==> src/core/bae_pkg.sv <==
// Package: constants and carrier types for the byte add and execute block
package bae_pkg;

    // Opcode fields
    localparam logic [5:0] BAE_OPC_ADDF   = 6'h09;
    localparam logic [5:0] BAE_OPC_ADDC   = 6'h08;
    localparam logic [7:0] BAE_OPC_ADDLIT = 8'h0f;
    localparam logic [7:0] BAE_OPC_ANDLIT = 8'h0b;
    localparam int         BAE_POS_DEST   = 9;
    localparam int         BAE_POS_ACC    = 8;
    localparam logic [7:0] BAE_IDX_LIMIT  = 8'h5f;

    // Status register bit positions
    localparam int BAE_ST_C  = 0;
    localparam int BAE_ST_HC = 1;
    localparam int BAE_ST_Z  = 2;
    localparam int BAE_ST_V  = 3;
    localparam int BAE_ST_N  = 4;

    // Reset values
    localparam logic [7:0] BAE_WORK_RST   = 8'h00;
    localparam logic [4:0] BAE_STATUS_RST = 5'h00;
    localparam logic [3:0] BAE_BANK_RST   = 4'h0;

    // Phases per instruction cycle
    localparam int         BAE_PHASES     = 4;

    // Register bus map (word-aligned byte addresses)
    localparam logic [3:0] BAE_A_INSTR  = 4'h0;
    localparam logic [3:0] BAE_A_WORK   = 4'h4;
    localparam logic [3:0] BAE_A_STATUS = 4'h8;
    localparam logic [3:0] BAE_A_CTRL   = 4'hc;
    localparam int         BAE_CTRL_EXT = 4;

    // Decoded instruction kinds
    typedef enum logic [4:0] {
        BAE_K_NONE = 5'b00001,
        BAE_K_ADDL = 5'b00010,
        BAE_K_ADDF = 5'b00100,
        BAE_K_ADDC = 5'b01000,
        BAE_K_ANDL = 5'b10000
    } bae_kind_e;

    // Data memory request
    typedef struct packed {
        logic       rd;
        logic       wr;
        logic [11:0] addr;
        logic       indexed;
        logic [7:0] wdata;
    } bae_mem_s;

endpackage

==> src/core/bae_core.sv <==
// Byte add and execute: decode and execute of four byte-wide ALU instructions
// Operation
// RULE1: add-to-file opcode 001001 d a f sums working register and file register
// RULE2: destination bit 0 writes result to working register, file unchanged
// RULE3: destination bit 1 writes result back to the addressed file register
// RULE4: access bit 0 uses the fixed access window, bank select ignored
// RULE5: access bit 1 forms address from bank select register and file address
// RULE6: extended set, access bit 0, address up to 95 selects indexed offset mode
// RULE7: add-with-carry adds working, file and carry; destination as plain file add
// RULE8: add-with-carry updates negative, overflow, carry, digit-carry and zero
// RULE9: and-immediate ANDs working register with literal; updates negative, zero
// RULE10: and-immediate decoded from upper byte 0000 1011
// RULE11: add-immediate decoded from upper byte 0000 1111, sum to working reg
// RULE12: one word, one cycle: decode, operand read, process, write phases
// RULE13: add-immediate and add-to-file update all five arithmetic flags
`timescale 1ns/1ps
`default_nettype none
module bae_core
    import bae_pkg::*;
(
    // Clock and reset
    input  wire logic        clk,
    input  wire logic        nrst,
    // Avalon-MM slave
    input  wire logic [3:0]  avs_address,
    input  wire logic        avs_read,
    input  wire logic        avs_write,
    input  wire logic [31:0] avs_writedata,
    output logic [31:0]      avs_readdata,
    output logic             avs_waitrequest,
    // Data memory
    output bae_mem_s         mem_req,
    input  wire logic [7:0]  mem_rdata,
    // Status
    output logic             busy
);
    typedef enum logic [3:0] {
        ST_IDLE = 4'b0001,
        ST_EXEC = 4'b0010,
        ST_DONE = 4'b0100,
        ST_ACK  = 4'b1000
    } bae_state_e;

    logic [1:0]  rst_sync_r;
    logic        rst_n;
    bae_state_e  state_r;
    bae_state_e  state_nxt;
    logic [15:0] instr_r;
    logic [7:0]  working_reg_r;
    logic [4:0]  status_r;
    logic [3:0]  bank_select_register_r;
    logic        ext_en_r;
    bae_kind_e   kind_r;
    logic [7:0]  opnd_r;
    logic [8:0]  res_r;
    logic [4:0]  flg_r;
    bae_mem_s    mem_r;
    logic [3:0]  phase;
    logic        rd_done_r;

    // Reset release through two flops
    always_ff @(posedge clk or negedge nrst) begin
        if (!nrst) begin
            rst_sync_r <= 2'b00;
        end else begin
            rst_sync_r <= {rst_sync_r[0], 1'b1};
        end
    end
    assign rst_n = rst_sync_r[1];

    function automatic bae_kind_e decode(input logic [15:0] w);
        if (w[15:8] == BAE_OPC_ADDLIT) begin                       // [RULE11]
            return BAE_K_ADDL;
        end else if (w[15:8] == BAE_OPC_ANDLIT) begin              // [RULE10]
            return BAE_K_ANDL;
        end else if (w[15:10] == BAE_OPC_ADDF) begin               // [RULE1]
            return BAE_K_ADDF;
        end else if (w[15:10] == BAE_OPC_ADDC) begin               // [RULE7]
            return BAE_K_ADDC;
        end
        return BAE_K_NONE;
    endfunction

    // Bus decode
    wire bus_wr_instr = avs_write && avs_address == BAE_A_INSTR && state_r == ST_IDLE;
    wire bus_wr_other = avs_write && avs_address != BAE_A_INSTR;
    wire start        = bus_wr_instr;
    wire instr_wr     = avs_write && avs_address == BAE_A_INSTR;
    wire rd_first     = avs_read && !rd_done_r;

    // Instruction write stalls until the full instruction cycle completes; a read
    // stalls one cycle so the registered data stands at the edge that ends it
    assign avs_waitrequest = instr_wr ? (state_r != ST_DONE) : rd_first;
    assign busy = state_r != ST_IDLE;

    bae_phase bae_phase_inst (
        .clk   (clk),
        .rst_n (rst_n),
        .run   (start),
        .phase (phase)
    );

    // Operand address selection
    wire        acc_bit   = instr_r[BAE_POS_ACC];
    wire        dest_bit  = instr_r[BAE_POS_DEST];
    wire [7:0]  faddr     = instr_r[7:0];
    wire        is_file   = kind_r == BAE_K_ADDF || kind_r == BAE_K_ADDC;
    wire        idx_mode  = ext_en_r && !acc_bit && faddr <= BAE_IDX_LIMIT;       // [RULE6]
    // Access window: low half in bank 0, upper half in the top bank
    wire [11:0] acc_addr  = {{4{faddr[7]}}, faddr};                             // [RULE4]
    wire [11:0] bank_addr = {bank_select_register_r, faddr};                     // [RULE5]
    wire [11:0] op_addr   = acc_bit ? bank_addr : acc_addr;
    // The read leaves in the decode phase, before instr_r holds the new word,
    // so its address and mode come straight from the incoming instruction
    wire [7:0]  new_f     = avs_writedata[7:0];
    wire        new_acc   = avs_writedata[BAE_POS_ACC];
    wire [11:0] new_addr  = new_acc ? {bank_select_register_r, new_f} : {{4{new_f[7]}}, new_f};
    wire        new_idx   = ext_en_r && !new_acc && new_f <= BAE_IDX_LIMIT;         // [RULE6]
    wire [11:0] req_addr  = phase[0] ? new_addr : op_addr;
    wire        req_idx   = phase[0] ? new_idx : idx_mode;

    // Processing
    wire        cin       = (kind_r == BAE_K_ADDC) ? status_r[BAE_ST_C] : 1'b0; // [RULE7]
    wire [8:0]  sum       = {1'b0, working_reg_r} + {1'b0, opnd_r} + {8'h00, cin};
    wire [4:0]  lo_sum    = {1'b0, working_reg_r[3:0]} + {1'b0, opnd_r[3:0]} + {4'h0, cin};
    wire [7:0]  andv      = working_reg_r & opnd_r;                             // [RULE9]
    wire [7:0]  sres      = (kind_r == BAE_K_ANDL) ? andv : sum[7:0];
    wire        ovf       = (working_reg_r[7] == opnd_r[7]) && (sum[7] != working_reg_r[7]);
    wire        to_file   = is_file && dest_bit;                                // [RULE3]

    always_ff @(posedge clk or negedge rst_n) begin
        if (!rst_n) begin
            state_r <= ST_IDLE;
        end else begin
            state_r <= state_nxt;
        end
    end

    always_comb begin
        state_nxt = state_r;
        case (state_r)
            ST_IDLE: if (start) begin
                state_nxt = ST_EXEC;
            end
            ST_EXEC: if (phase[3]) begin
                state_nxt = ST_DONE;
            end
            ST_DONE: state_nxt = ST_ACK;
            ST_ACK:  state_nxt = ST_IDLE;
            default: state_nxt = ST_IDLE;
        endcase
    end

    // Phase 1 decode, phase 2 read, phase 3 process, phase 4 write
    always_ff @(posedge clk or negedge rst_n) begin
        if (!rst_n) begin
            instr_r <= 16'h0000;
            kind_r  <= BAE_K_NONE;
        end else if (phase[0]) begin                                           // [RULE12]
            instr_r <= avs_writedata[15:0];
            kind_r  <= decode(avs_writedata[15:0]);
        end
    end

    always_ff @(posedge clk or negedge rst_n) begin
        if (!rst_n) begin
            opnd_r <= 8'h00;
        end else if (phase[1]) begin                                           // [RULE12]
            opnd_r <= is_file ? mem_rdata : instr_r[7:0];                       // [RULE1]
        end
    end

    always_ff @(posedge clk or negedge rst_n) begin
        if (!rst_n) begin
            res_r <= 9'h000;
            flg_r <= BAE_STATUS_RST;
        end else if (phase[2]) begin                                           // [RULE12]
            res_r <= {sum[8], sres};
            flg_r[BAE_ST_C]  <= sum[8];                                         // [RULE13]
            flg_r[BAE_ST_HC] <= lo_sum[4];
            flg_r[BAE_ST_V]  <= ovf;
            flg_r[BAE_ST_Z]  <= sres == 8'h00;
            flg_r[BAE_ST_N]  <= sres[7];
        end
    end

    always_ff @(posedge clk or negedge rst_n) begin
        if (!rst_n) begin
            working_reg_r <= BAE_WORK_RST;
            status_r      <= BAE_STATUS_RST;
        end else if (phase[3] && kind_r != BAE_K_NONE) begin
            if (!to_file) begin
                working_reg_r <= res_r[7:0];                                     // [RULE2]
            end
            if (kind_r == BAE_K_ANDL) begin
                status_r[BAE_ST_Z] <= flg_r[BAE_ST_Z];                          // [RULE9]
                status_r[BAE_ST_N] <= flg_r[BAE_ST_N];
            end else begin
                status_r <= flg_r;                                              // [RULE8]
            end
        end else if (bus_wr_other && avs_address == BAE_A_WORK) begin
            working_reg_r <= avs_writedata[7:0];
        end else if (bus_wr_other && avs_address == BAE_A_STATUS) begin
            status_r <= avs_writedata[4:0];
        end
    end

    always_ff @(posedge clk or negedge rst_n) begin
        if (!rst_n) begin
            bank_select_register_r <= BAE_BANK_RST;
            ext_en_r               <= 1'b0;
        end else if (bus_wr_other && avs_address == BAE_A_CTRL) begin
            bank_select_register_r <= avs_writedata[3:0];
            ext_en_r               <= avs_writedata[BAE_CTRL_EXT];
        end
    end

    // Memory request: read in phase 2, write in phase 4
    always_ff @(posedge clk or negedge rst_n) begin
        if (!rst_n) begin
            mem_r <= '0;
        end else begin
            mem_r.rd      <= phase[0] && (decode(avs_writedata[15:0]) == BAE_K_ADDF
                             || decode(avs_writedata[15:0]) == BAE_K_ADDC);
            mem_r.wr      <= phase[2] && to_file;                               // [RULE3]
            mem_r.addr    <= req_addr;
            mem_r.indexed <= req_idx;                                           // [RULE6]
            mem_r.wdata   <= sres;
        end
    end
    assign mem_req = mem_r;

    // Read data: loaded in the stalled first cycle, held through the releasing edge
    always_ff @(posedge clk or negedge rst_n) begin
        if (!rst_n) begin
            avs_readdata <= 32'h0000_0000;
            rd_done_r    <= 1'b0;
        end else begin
            rd_done_r <= rd_first;
            if (rd_first) begin
                case (avs_address)
                    BAE_A_INSTR:  avs_readdata <= {16'h0000, instr_r};
                    BAE_A_WORK:   avs_readdata <= {24'h000000, working_reg_r};
                    BAE_A_STATUS: avs_readdata <= {27'h0000000, status_r};
                    BAE_A_CTRL:   avs_readdata <= {27'h0000000, ext_en_r, bank_select_register_r};
                    default:      avs_readdata <= 32'h0000_0000;
                endcase
            end
        end
    end

    // Assertions
    property p_work_kept;
        @(posedge clk) disable iff (!rst_n)
        (phase[3] && to_file) |=> $stable(working_reg_r);
    endproperty
    a_work_kept: assert property (p_work_kept) else $error("file dest changed w"); // [RULE2]

    property p_file_write;
        @(posedge clk) disable iff (!rst_n)
        (phase[2] && to_file) |=> mem_r.wr && mem_r.wdata == res_r[7:0];
    endproperty
    a_file_write: assert property (p_file_write) else $error("no file write"); // [RULE3]

    property p_phase_seq;
        @(posedge clk) disable iff (!rst_n)
        phase[0] |=> phase[1] ##1 phase[2] ##1 phase[3];
    endproperty
    a_phase_seq: assert property (p_phase_seq) else $error("bad phase order"); // [RULE12]

    property p_bank;
        @(posedge clk) disable iff (!rst_n)
        acc_bit |-> op_addr[11:8] == bank_select_register_r;
    endproperty
    a_bank: assert property (p_bank) else $error("bank not used"); // [RULE5]

    property p_access;
        @(posedge clk) disable iff (!rst_n)
        (!acc_bit && !faddr[7]) |-> op_addr[11:8] == 4'h0;
    endproperty
    a_access: assert property (p_access) else $error("access window wrong"); // [RULE4]

    property p_idx;
        @(posedge clk) disable iff (!rst_n)
        (ext_en_r && !acc_bit && faddr == 8'h60) |-> !idx_mode;
    endproperty
    a_idx: assert property (p_idx) else $error("indexed limit wrong"); // [RULE6]

    property p_and_work;
        @(posedge clk) disable iff (!rst_n)
        (phase[3] && kind_r == BAE_K_ANDL) |=> working_reg_r == res_r[7:0]
            && status_r[BAE_ST_C] == $past(status_r[BAE_ST_C]);
    endproperty
    a_and_work: assert property (p_and_work) else $error("and result wrong"); // [RULE9]

    property p_carry_in;
        @(posedge clk) disable iff (!rst_n)
        (phase[2] && kind_r == BAE_K_ADDC) |=>
            res_r == 9'($past(working_reg_r)) + 9'($past(opnd_r)) + 9'($past(status_r[BAE_ST_C]));
    endproperty
    a_carry_in: assert property (p_carry_in) else $error("carry add wrong"); // [RULE7]

    property p_flags;
        @(posedge clk) disable iff (!rst_n)
        (phase[3] && (kind_r == BAE_K_ADDF || kind_r == BAE_K_ADDL)) |=> status_r == $past(flg_r);
    endproperty
    a_flags: assert property (p_flags) else $error("flags not updated"); // [RULE13]
endmodule
`default_nettype wire

==> src/core/bae_phase.sv <==
// Phase generator: four one-cycle phase strobes per instruction cycle
`timescale 1ns/1ps
`default_nettype none
module bae_phase
    import bae_pkg::*;
(
    // Clock and reset
    input  wire logic       clk,
    input  wire logic       rst_n,
    // Control
    input  wire logic       run,
    // Phase strobes
    output logic [3:0]      phase
);
    logic [1:0] cnt_r;

    always_ff @(posedge clk or negedge rst_n) begin
        if (!rst_n) begin
            cnt_r <= 2'h0;
        end else if (run || cnt_r != 2'h0) begin
            cnt_r <= cnt_r + 2'h1;
        end
    end

    genvar g;
    generate
        for (g = 0; g < BAE_PHASES; g++) begin : g_ph
            assign phase[g] = (cnt_r == 2'(g)) && (run || cnt_r != 2'h0);
        end
    endgenerate
endmodule
`default_nettype wire

==> config.mk <==
export PLATFORM = sky130hd
export DESIGN_NAME = bae_core
export DESIGN_NICKNAME = d
export VERILOG_FILES = /design/src/core/bae_pkg.sv /design/src/core/bae_core.sv /design/src/core/bae_phase.sv
export SDC_FILE = /design/constraint.sdc
export NUM_CORES = 1
export LEC_CHECK = 0
export BUFFER_PORTS_ARGS = -buffer_cell sky130_fd_sc_hd__buf_4
export CORE_UTILIZATION = 30
export CTS_CLUSTER_SIZE = 20
export DETAILED_ROUTE_END_ITERATION = 10
export PLACE_DENSITY = 0.56
export SLEW_MARGIN = 20
export SYNTH_ARGS = -nofsm -noshare
export SYNTH_HDL_FRONTEND = slang
export SYNTH_HIERARCHICAL = 1
export SYNTH_SLANG_ARGS = --single-unit
==> constraint.sdc <==
create_clock -name clk -period 3.45 [get_ports clk]
set_input_delay 0.69 -clock clk [delete_from_list [all_inputs] [get_ports clk]]
set_output_delay 0.69 -clock clk [all_outputs]
set_load 0.005 [all_outputs]
# --- After elaboration in Yosys (flattened, before gate mapping) ---
# Cells that the tools add are included.
word_totals:
  out_inout_bits: 57
  ff_bits: 124
  wordCells: 124
  input_bits: 48
classes:
  n_eq_ne: 28
  bitwise_logic: 1
  magnitude_cmp: 2
  n_mux: 31
  reduce_logical: 37
  add_sub_neg: 5
ops:
  columns: ["cell", "count"]
  rows:
  - ["$pmux 16 s4", 1]
  - ["$mux 5", 9]
  - ["$mux 8", 5]
  - ["$mux 12", 3]
  - ["$logic_and 1x1->1", 20]
  - ["$eq 8x4->1 const B", 2]
  - ["$le 8x7->1 const B", 2]
  - ["$eq 6x4->1 const B", 2]
  - ["$pmux 4 s3", 1]
  - ["$eq 5x3->1 const B", 2]
  - ["$eq 5x4->1 const B", 2]
  - ["$add 8x8->9", 1]
  - ["$add 9x1->9", 1]
  - ["$mux 1", 9]
  - ["$and 8x8->8", 1]
  - ["$eq 4x3->1 const B", 2]
  - ["$eq 4x4->1 const B", 2]
  - ["$logic_not 8->1", 1]
  - ["$mux 4", 2]
  - ["$ne 2x2->1 const B", 4]
  - ["$reduce_and 2->1", 3]
  - ["$reduce_bool 2->1", 3]
  - ["$add 4x4->5", 1]
  - ["$add 5x1->5", 1]
  - ["19 further kinds", 24]

# --- Longest topological paths before layout ---
# Gate-level depths: netlist (run 1).
depth:
  word_depth: 9
  mapped_depth: 13
  ltp_nobuf: 12

# --- Modules after synthesis ---
# The synthesis (run 1) kept the hierarchy.
modules_own_cells:
  columns: ["mod", "area_per_inst_um2", "seq_area_each_um2", "cells_per_inst", "n_inst"]
  rows:
  - ["bae_core", 4828.4, 2630.0, 450, 1]
  - ["bae_phase", 152.6, 50.0, 12, 1]

# --- Worst setup path before layout (run 1) ---
# OpenSTA, ideal clock, no wires.
synth_path:
  path_type: "in2reg"
  startpoint: "input avs_address[3]"
  endpoint: "register kind_r[1]"
  path_buffers: 3
  stages: 9
  path_slack_ns: 0.629
  setup_time_ns: 0.078
  t_required_ns: 3.372
  arrival_time_ns: 2.743
  cell_sequence: "buf_4 nor4_2 nand2_1 nor2_1 and2_2 clkbuf_1 clkbuf_1 nand2_1 o2bb2ai_1"
synth_via:
  elab_chain_cells: 5
synth_lines:
  columns: ["element", "line_no", "source"]
  rows:
  - ["from (decl)", "bae_core.sv:25", "input wire logic [3:0] avs_address,"]
  - ["$logic_not 4->1", "bae_core.sv:85", "wire bus_wr_instr = avs_write && avs_address == BAE_A_INSTR && state_r == ST_IDLE;"]
  - ["$logic_and 1x1->1 (2 in series)", "bae_core.sv:85", null]
  - ["via bus_wr_instr", "bae_core.sv:85", null]
  - ["$logic_or 1x1->1", "bae_phase.sv:28", "assign phase[g] = (cnt_r == 2'(g)) && (run || cnt_r != 2'h0);"]
  - ["$logic_and 1x1->1", "bae_phase.sv:28", null]
  - ["via phase[0]", "bae_core.sv:58", "logic [3:0] phase;"]
  - ["to (signal assigned)", "bae_core.sv:161", "kind_r <= decode(avs_writedata[15:0]);"]
  - ["to (decl)", "bae_core.sv:53", "bae_kind_e kind_r;"]
# The timed path passes the listed nets, and every way through them passes these cells.
# A chain may end at the register's enable or synchronous reset.

# --- Worst setup path after layout (run 1) ---
layout_path:
  startpoint: "register kind_r[1]"
  endpoint: "register res_r[6]"
layout_via:
  elab_chain_cells: 4
  elab_cells_between_ends: 5
  cone_classes: "1 x add/sub; 2 x eq/ne; 2 x mux"
layout_lines:
  columns: ["element", "line_no", "source"]
  rows:
  - ["$eq 5x4->1", "bae_core.sv:123", "wire cin = (kind_r == BAE_K_ADDC) ? status_r[BAE_ST_C] : 1'b0;"]
  - ["$mux 1", "bae_core.sv:123", null]
  - ["$add 9x1->9", "bae_core.sv:124", "wire [8:0] sum = {1'b0, working_reg_r} + {1'b0, opnd_r} + {8'h00, cin};"]
  - ["$mux 8 (*)", "bae_core.sv:127", "wire [7:0] sres = (kind_r == BAE_K_ANDL) ? andv : sum[7:0];"]
  - ["via sres[6]", "bae_core.sv:127", null]
  - ["to (signal assigned)", "bae_core.sv:178", "res_r <= {sum[8], sres};"]
  - ["to (decl)", "bae_core.sv:55", "logic [8:0] res_r;"]
# The timed path passes the listed nets; every way through them passes the cells marked *.

==> results of run 1 <==
## sequential cells by signal, summed over array words and instances, names as in the netlist
register and flops:
status_r 5, res_r 8, rd_done_r 1, avs_readdata 16, state_r 4, opnd_r 8
mem_req 23, ext_en_r 1, working_reg_r 8, rst_sync_r 2, kind_r 5, bank_select_register_r 4
flg_r 4, bae_phase_inst/cnt_r 2, instr_r 16
## area by class of cell
| type | instances | share of cell area |
|---|---|---|
| Clock buffer | 10 | 0.0398 |
| Inverter | 16 | 0.0100 |
| Sequential cell | 107 | 0.447 |
| Multi-Input combinational cell | 318 | 0.346 |
| Clock inverter | 6 | 0.0106 |
| Timing Repair Buffer | 81 | 0.101 |
| Tap cell | 216 | 0.0451 |
## final timing paths
check	from	to	slack [ns]	depth (start not counted)
min	nrst	rst_sync_r[1]$_DFF_PN0_	0.11	1
min reg2reg	rst_sync_r[0]$_DFF_PN0_	rst_sync_r[1]$_DFF_PN0_	0.36	0
max	kind_r[1]$_DFFE_PN0P_	res_r[6]$_DFFE_PN0P_	0.28	12
min in group clk	rst_sync_r[0]$_DFF_PN0_	rst_sync_r[1]$_DFF_PN0_	0.36	0
max in group asynchronous	rst_sync_r[1]$_DFF_PN0_	kind_r[0]$_DFFE_PN1P_	2.13	1
max reg2reg	kind_r[1]$_DFFE_PN0P_	res_r[6]$_DFFE_PN0P_	0.28	12
## worst register-to-register path: stages, from the launching register on
cell and delay, ns:
dfrtp_1 0.41, or2_1 0.32, nor4_1 0.40, fa_1 0.28, inv_1 0.06, fa_1 0.40, nand2b_1 0.18, a21oi_1 0.19
o21a_1 0.15, nor2_1 0.05, xor2_1 0.13, o21ai_0 0.33, mux2_2 0.23
## metal layers
layer | global-route usage | share of wire | vias to the layer above
li1 | - | - | 1701
met1 | 0.199 | 0.44 | 1735
met2 | 0.257 | 0.50 | 77
met3 | 0.0314 | 0.039 | 13
met4 | 0.0446 | 0.014 | 0
met5 | 0 | 0 | -
## power by group through the flow
stage	logic (mW)	registers, mW	clock network, mW
after global routing	2.11	2.08	1.13
after CTS	1.90	2.03	1.08
after floorplan	1.35	1.94	0
after detailed placement	1.89	2.05	0
after global placement	1.84	2.04	0
final	1.86	2.02	1.06
## cell families after synthesis
logic type / after synthesis / synth area share
AO/OA/AOI/OAI: 92 / 0.115
XOR/XNOR: 8 / 0.0141
adder cells (fa/ha/maj): 14 / 0.0382
buffers and inverters: 52 / 0.0570
flip-flops: 107 / 0.538
multiplexers: 49 / 0.106
other: 2 / 0.00151
AND/OR/NAND/NOR: 138 / 0.131
## through the flow
step / util / setup slack, ns / cell area [um2]
after floorplan: - / 0.252 / 5040
after global placement: 0.355 / 0.301 / 5700
after detailed placement: 0.355 / 0.259 / 5700
after CTS: 0.374 / 0.233 / 6000
after global routing: 0.374 / 0.0241 / 6000
final: 0.374 / 0.279 / 6000
## cells in the mapped netlist (5+ instances only)
| cell | count | area (um2) |
|---|---|---|
| a21oi_1 | 26 | 130 |
| a221oi_1 | 5 | 43.8 |
| a31oi_1 | 10 | 62.6 |
| buf_4 | 17 | 128 |
| clkbuf_1 | 13 | 48.8 |
| dfrtp_1 | 105 | 2630 |
| ha_1 | 12 | 150 |
| inv_1 | 16 | 60.1 |
| mux2_2 | 24 | 270 |
| mux2i_1 | 24 | 240 |
| nand2_1 | 57 | 214 |
| nand2b_1 | 6 | 37.5 |
| nand3_1 | 7 | 35.0 |
| nor2_1 | 43 | 161 |
| nor3_1 | 5 | 25.0 |
| o21ai_0 | 30 | 150 |
| xor2_1 | 6 | 52.6 |
==> flow_summary.json, run 1 <==
{
  "coreArea_mm2": 0.0161,
  "critPathBufInv": 1,
  "rsz0062_at_grt": "no",
  "p_leak_nw": 2.80,
  "htree_num_levels": 3,
  "post-route-period-util": 0.919,
  "fillers": 1628,
  "drtIter0Drc": 184,
  "drt_wl_total_um": 12100,
  "crit_arrival_ns": 3.46,
  "insertion_delay_ns": 0.35,
  "finalMaxSlewViolations": 0,
  "tightestPinTransition_ns": 0.850,
  "fmax_mhz": 315,
  "vias_per_cell": 4.68,
  "wl_per_cell_um": 16.1,
  "power_frac_comb": 0.377,
  "crit_path_end_kind": "register",
  "fin_crit_ns": 3.17,
  "synth-edff-count": 0,
  "hpwl_um": 9010,
  "pwr-share-seq": 0.409,
  "drv_cap": 0,
  "final.setup.tns_ns": 0,
  "crit_family": "simple AND/OR/NAND/NOR gates",
  "final_common_cell": "dfrtp_1",
  "layout_common_cells": "dfrtp_1, buf_4, nand2_1, nor2_1, o21ai_0",
  "finalHoldViolations": 0,
  "cts-resized-gates": 0,
  "initial_utilization": 0.310,
  "switching_share": 0.358,
  "p_per_area_mw_per_mm2": 823,
  "cts_tree": "done",
  "clk_pin_slew_worst_paths_ns": 0.07,
  "num_antenna_cells": 0,
  "register_area_mm2": 0.00268,
  "drive_gt1_frac": 0.253,
  "grt-ovfl-total": 0,
  "outcome": "finished, final reports clean",
  "yosys_register_bits": 107,
  "placed_cells": 738,
  "ant_nets": 0,
  "synth-async-reset-ratio": 1.00,
  "critPathMaxFanout": 4,
  "holdBufCountCts": 0,
  "synth.distinct_cells": 53,
  "port-buffer-count": 72,
  "gp_congestion": 0.829,
  "cts_root_buffer": "clkbuf_16",
  "layout.nets": 595,
  "cts.sinks": 107,
  "p_int_mw": 3.17,
  "synthesis.area_mm2": 0.00498,
  "avgSynthCellArea_um2": 10.8,
  "post_cts_buffers": 0,
  "die_w_um": 131,
  "num_rows": 46,
  "clockPowerShare": 0.214,
  "fin_worst_skew_ns": 0.00608,
  "synthToLayoutAreaGrowth_pct": 20.4,
  "grt_pass1_wl_um": 19400,
  "switching_power_mw": 1.77,
  "hold_path.class": "in2async",
  "slowest_stage": "dfrtp_1",
  "ys_warn_count": 6,
  "grt_pass1_vias": 3590,
  "clk_path_buf_depth": 2,
  "via_count": 3526,
  "max-vdd-ir-drop_v": 0.000327,
  "ys_seq_area_frac": 0.538,
  "grt_antenna_before_repair": 0,
  "synth_cells": 462,
  "path_cells": "or2_1 > nor4_1 > fa_1 > inv_1 > fa_1 > nand2b_1 > a21oi_1 > o21a_1 > nor2_1 > xor2_1 > o21ai_0 > mux2_2",
  "multiInputGateArea_mm2": 0.00207,
  "finalNonFillerCells": 754,
  "drc": 0,
  "slowest_delay_ns": 0.41,
  "holdWs_ns": 0.107,
  "die_area_mm2": 0.0171,
  "dr.pass1.iters": 5,
  "track_usage": 0.153,
  "cts_made_buffers": 9,
  "setup-violations-final": 0,
  "synth_flop_cell": "dfrtp_1",
  "cp.required_ns": 3.74,
  "die_y_um": 131,
  "grt_max_degree": 65,
  "ioPinCount": 105,
  "total_power_mw": 4.94,
  "crit_top_cell": "fa_1",
  "cp-start-kind": "register",
  "path_class": "reg2reg",
  "maxSlewHeadroom": 0.433
}
Note: power is estimated with default switching activity, not from simulation.
==> inputs of run 2 (changes only) <==
Settings changed: CELL_PAD_IN_SITES_DETAIL_PLACEMENT set to 1, CELL_PAD_IN_SITES_GLOBAL_PLACEMENT set to 1, PLACE_DENSITY 0.56 to 0.67.
==> flow_summary.json, run 2 (synthesized netlist as in run 1, its figures left out) <==
{
  "r2r_cells": 12,
  "finalHoldViolations": 0,
  "grt-ovfl-total": 0,
  "post_cts_buffers": 0,
  "drtIter0Drc": 189,
  "via_count": 3615,
  "post-route-period-util": 0.930,
  "cts_root_buffer": "clkbuf_16",
  "finalMaxSlewViolations": 0,
  "r2r_start": "kind_r[1]$_DFFE_PN0P_",
  "final.setup.tns_ns": 0,
  "grt_antenna_before_repair": 0,
  "drc": 0,
  "total_power_mw": 5.03,
  "drive_gt1_frac": 0.249,
  "met3_usage": 0.0371,
  "track_usage": 0.164,
  "initial_utilization": 0.310,
  "placed_cells": 738,
  "dr.pass1.iters": 4,
  "drt_wl_total_um": 13000,
  "die_w_um": 131,
  "fmax_mhz": 312,
  "maxSlewHeadroom": 0.368,
  "largest_reg_flops": 23,
  "fillers": 1818,
  "coreArea_mm2": 0.0161,
  "layout_common_cells": "dfrtp_1, buf_4, nand2_1, nor2_1, o21ai_0",
  "p_per_area_mw_per_mm2": 837,
  "drv_cap": 0,
  "path_class": "reg2reg",
  "fin_worst_skew_ns": 0.00833,
  "ant_nets": 0,
  "reg2reg_to": "res_r[6]$_DFFE_PN0P_",
  "crit_path_end_kind": "register",
  "grt_max_degree": 57,
  "cp-start-kind": "register",
  "die_area_mm2": 0.0171,
  "outcome": "finished, final reports clean",
  "fin_crit_ns": 3.21,
  "r2r_slack_ns": 0.24,
  "clk_path_buf_depth": 2,
  "clk_pin_slew_worst_paths_ns": 0.07,
  "rsz0062_at_grt": "no",
  "crit_arrival_ns": 3.50,
  "htree_num_levels": 3,
  "hpwl_um": 9780,
  "busiest_layer": "met2",
  "cts.sinks": 107,
  "grt_use_met2": 0.284,
  "die_y_um": 131,
  "ioPinCount": 105,
  "gp_congestion": 0.815,
  "layout.nets": 595,
  "cts-resized-gates": 0,
  "p_leak_nw": 2.81,
  "max-vdd-ir-drop_v": 0.000298,
  "tightestPinTransition_ns": 0.944,
  "synthToLayoutAreaGrowth_pct": 20.7,
  "num_rows": 46,
  "grt_pass1_wl_um": 20700,
  "cp.required_ns": 3.74,
  "cts_made_buffers": 9,
  "setup-violations-final": 0,
  "grtUsageMet1": 0.204,
  "wl_per_cell_um": 17.3,
  "insertion_delay_ns": 0.36,
  "num_antenna_cells": 0,
  "final_common_cell": "dfrtp_1",
  "holdBufCountCts": 0,
  "vias_per_cell": 4.79,
  "grt_pass1_vias": 3886,
  "finalNonFillerCells": 754,
  "critPathMaxFanout": 4,
  "port-buffer-count": 72,
  "hold_path.class": "in2async",
  "cts_tree": "done"
}
-- run 2: changes by cell type in the layout (fill, tap and decap cells not counted), sizes merged --
cell,delta
clkinvlp,-2
clkbuf,+5
clkinv,-2
inv,-1
-- run 2: critical path, cell delays in order (launching register included) --
cell and delay (ns):
dfrtp_1 0.39, or2_1 0.31, nor4_1 0.42, fa_1 0.28
inv_1 0.06, fa_1 0.40, nand2b_1 0.18, a21oi_1 0.19
o21a_1 0.15, nor2_1 0.05, xor2_1 0.14, o21ai_0 0.33
mux2_2 0.23
-- run 2: how the worst max path moves through the flow --
stage | startpoint | endpoint | slack, ns | cells after the start
5_1_grt | kind_r[1]$_DFFE_PN0P_ | res_r[6]$_DFFE_PN0P_ | 0.05 | 12
6_report | kind_r[1]$_DFFE_PN0P_ | res_r[6]$_DFFE_PN0P_ | 0.24 | 12
3_5_place_dp | kind_r[1]$_DFFE_PN0P_ | res_r[6]$_DFFE_PN0P_ | 0.23 | 12
3_3_place_gp | kind_r[1]$_DFFE_PN0P_ | res_r[6]$_DFFE_PN0P_ | 0.30 | 12
4_1_cts | kind_r[1]$_DFFE_PN0P_ | res_r[6]$_DFFE_PN0P_ | 0.21 | 12
2_1_floorplan | rst_sync_r[1]$_DFF_PN0_ | avs_readdata[0]$_DFFE_PN0P_ | 0.25 | 0
-- run 2: cell type report --
cell class / instances / area (um2) / area share
well taps: 216 / 270 / 0.0449
multi-input cells: 318 / 2070 / 0.345
clock buffers: 15 / 288 / 0.0479
inverters: 16 / 60.1 / 0.00999
flip-flops and latches: 107 / 2680 / 0.446
clock inverters: 1 / 30.0 / 0.00499
repair buffers: 81 / 608 / 0.101
-- run 2: power breakdown --
part	leakage [nW]	internal (mW)	switching (mW)
clock	0.156	0.644	0.459
sequential	1.34	1.70	0.328
combinational	1.32	0.888	1.01
-- run 2: through the flow --
stage               cell area, um2  hold slack (ns)  setup WS (ns)  utilization
detailed placement            5700            0.341          0.227        0.355
finish                        6010           0.0950          0.241        0.374
global placement              5700            0.333          0.304        0.355
global route                  6010           0.0856         0.0513        0.374
CTS                           6010           0.0854          0.211        0.374
floorplan                     5040            0.331          0.252            -
-- run 2: per-layer routing --
layer  share of wire  wire [um]
met1            0.45       5870
met2            0.50       6570
met3           0.032        420
met4           0.014        178
met5               0          0
==> inputs of run 3 (changes only) <==
Settings changed: CORE_ASPECT_RATIO set to 1.4.
==> flow_summary.json, run 3 (synthesized netlist as in run 1, its figures left out) <==
{
  "outcome": "finished, final reports clean",
  "die_w_um": 111,
  "switching_power_mw": 1.87,
  "initial_utilization": 0.308,
  "ant_nets": 0,
  "path_cells": "or2_1 > nor4_1 > fa_1 > inv_1 > fa_1 > nand2b_1 > a21oi_1 > o21a_1 > nor2_1 > xor2_1 > o21ai_0 > o32ai_2",
  "cts_made_buffers": 9,
  "fmax_mhz": 318,
  "pwr-share-seq": 0.406,
  "power_frac_comb": 0.384,
  "register_area_mm2": 0.00268,
  "drt_wl_total_um": 12800,
  "crit_top_cell": "fa_1",
  "crit_family": "simple AND/OR/NAND/NOR gates",
  "ioPinCount": 105,
  "drc": 0,
  "grt-ovfl-total": 0,
  "setup-violations-final": 0,
  "switching_share": 0.376,
  "layout_common_cells": "dfrtp_1, buf_4, nand2_1, nor2_1, o21ai_0",
  "cts_root_buffer": "clkbuf_16",
  "die_y_um": 154,
  "p_leak_nw": 2.82,
  "synthToLayoutAreaGrowth_pct": 20.3,
  "maxSlewHeadroom": 0.397,
  "final.setup.tns_ns": 0,
  "holdWs_ns": 0.0960,
  "multiInputGateArea_mm2": 0.00207,
  "grt_antenna_before_repair": 0,
  "drv_cap": 0,
  "post_cts_buffers": 0,
  "num_rows": 55,
  "grt_pass1_wl_um": 21300,
  "rsz0062_at_grt": "no",
  "fin_crit_ns": 3.15,
  "p_per_area_mw_per_mm2": 832,
  "critPathBufInv": 1,
  "final_common_cell": "dfrtp_1",
  "dr.pass1.iters": 4,
  "die_area_mm2": 0.0171,
  "p_int_mw": 3.11,
  "clk_path_buf_depth": 2,
  "slowest_delay_ns": 0.41,
  "crit_path_end_kind": "register",
  "track_usage": 0.157,
  "htree_num_levels": 3,
  "via_count": 3584,
  "cts.sinks": 107,
  "finalMaxSlewViolations": 0,
  "finalHoldViolations": 0,
  "grt_pass1_vias": 4002,
  "cp-start-kind": "register",
  "cts_tree": "done",
  "fillers": 1786,
  "cp.required_ns": 3.67,
  "path_class": "reg2reg",
  "port-buffer-count": 72,
  "cts-resized-gates": 0,
  "holdBufCountCts": 0,
  "hold_path.class": "in2async",
  "grt_max_degree": 68,
  "post-route-period-util": 0.913,
  "num_antenna_cells": 0,
  "insertion_delay_ns": 0.35,
  "critPathMaxFanout": 4,
  "clk_pin_slew_worst_paths_ns": 0.08,
  "largest_reg_flops": 23,
  "drive_gt1_frac": 0.256,
  "clockPowerShare": 0.210,
  "vias_per_cell": 4.85,
  "crit_arrival_ns": 3.37,
  "tightestPinTransition_ns": 0.904,
  "wl_per_cell_um": 17.4,
  "max-vdd-ir-drop_v": 0.000263,
  "fin_worst_skew_ns": 0.0117,
  "coreArea_mm2": 0.0162,
  "gp_congestion": 0.778,
  "layout.nets": 597,
  "slowest_stage": "fa_1",
  "drtIter0Drc": 133,
  "hpwl_um": 9900
}
[run 3: final cells by class]
cell class                      count  share of cell area
Clock buffer                        9              0.0376
Clock inverter                      7              0.0127
Inverter                           16              0.0100
Multi-Input combinational cell    318               0.346
Sequential cell                   107               0.448
Tap cell                          199              0.0416
Timing Repair Buffer               83               0.104
[run 3: metrics by stage]
stage	power, mW	instance area [um2]	std cells	util	worst slack (ns)
floorplan	3.30	5040	477	-	0.252
global placement	3.89	5690	723	0.352	0.311
detailed placement	3.97	5690	723	0.352	0.299
CTS	5.06	5990	739	0.370	0.256
global route	5.35	5990	739	0.370	0.0997
finish	4.98	5990	739	0.370	0.301
[run 3: metal layers]
layer / global-route usage / up-vias / wire, um
li1: - / 1708 / -
met1: 0.180 / 1790 / 5230
met2: 0.294 / 73 / 6970
met3: 0.0239 / 13 / 422
met4: 0.0559 / 0 / 201
met5: 0 / - / 0
[run 3: final timing paths]
kind                                          from                     endpoint  slack (ns)  cells after the start
hold / removal                                nrst      rst_sync_r[1]$_DFF_PN0_         0.1                      1
max in group asynchronous  rst_sync_r[1]$_DFF_PN0_  avs_readdata[4]$_DFFE_PN0P_        2.16                      1
min in group clk           rst_sync_r[0]$_DFF_PN0_      rst_sync_r[1]$_DFF_PN0_        0.37                      0
hold reg to reg            rst_sync_r[0]$_DFF_PN0_      rst_sync_r[1]$_DFF_PN0_        0.37                      0
setup / recovery             kind_r[1]$_DFFE_PN0P_         flg_r[2]$_DFFE_PN0P_        0.30                     12
setup reg to reg             kind_r[1]$_DFFE_PN0P_         flg_r[2]$_DFFE_PN0P_        0.30                     12
[run 3: power groups by stage]
stage,registers (mW),logic (mW),clock network (mW)
5_1_grt,2.09,2.15,1.12
2_1_floorplan,1.94,1.35,0
3_5_place_dp,2.06,1.92,0
3_3_place_gp,2.04,1.85,0
6_report,2.02,1.91,1.05
4_1_cts,2.03,1.95,1.08
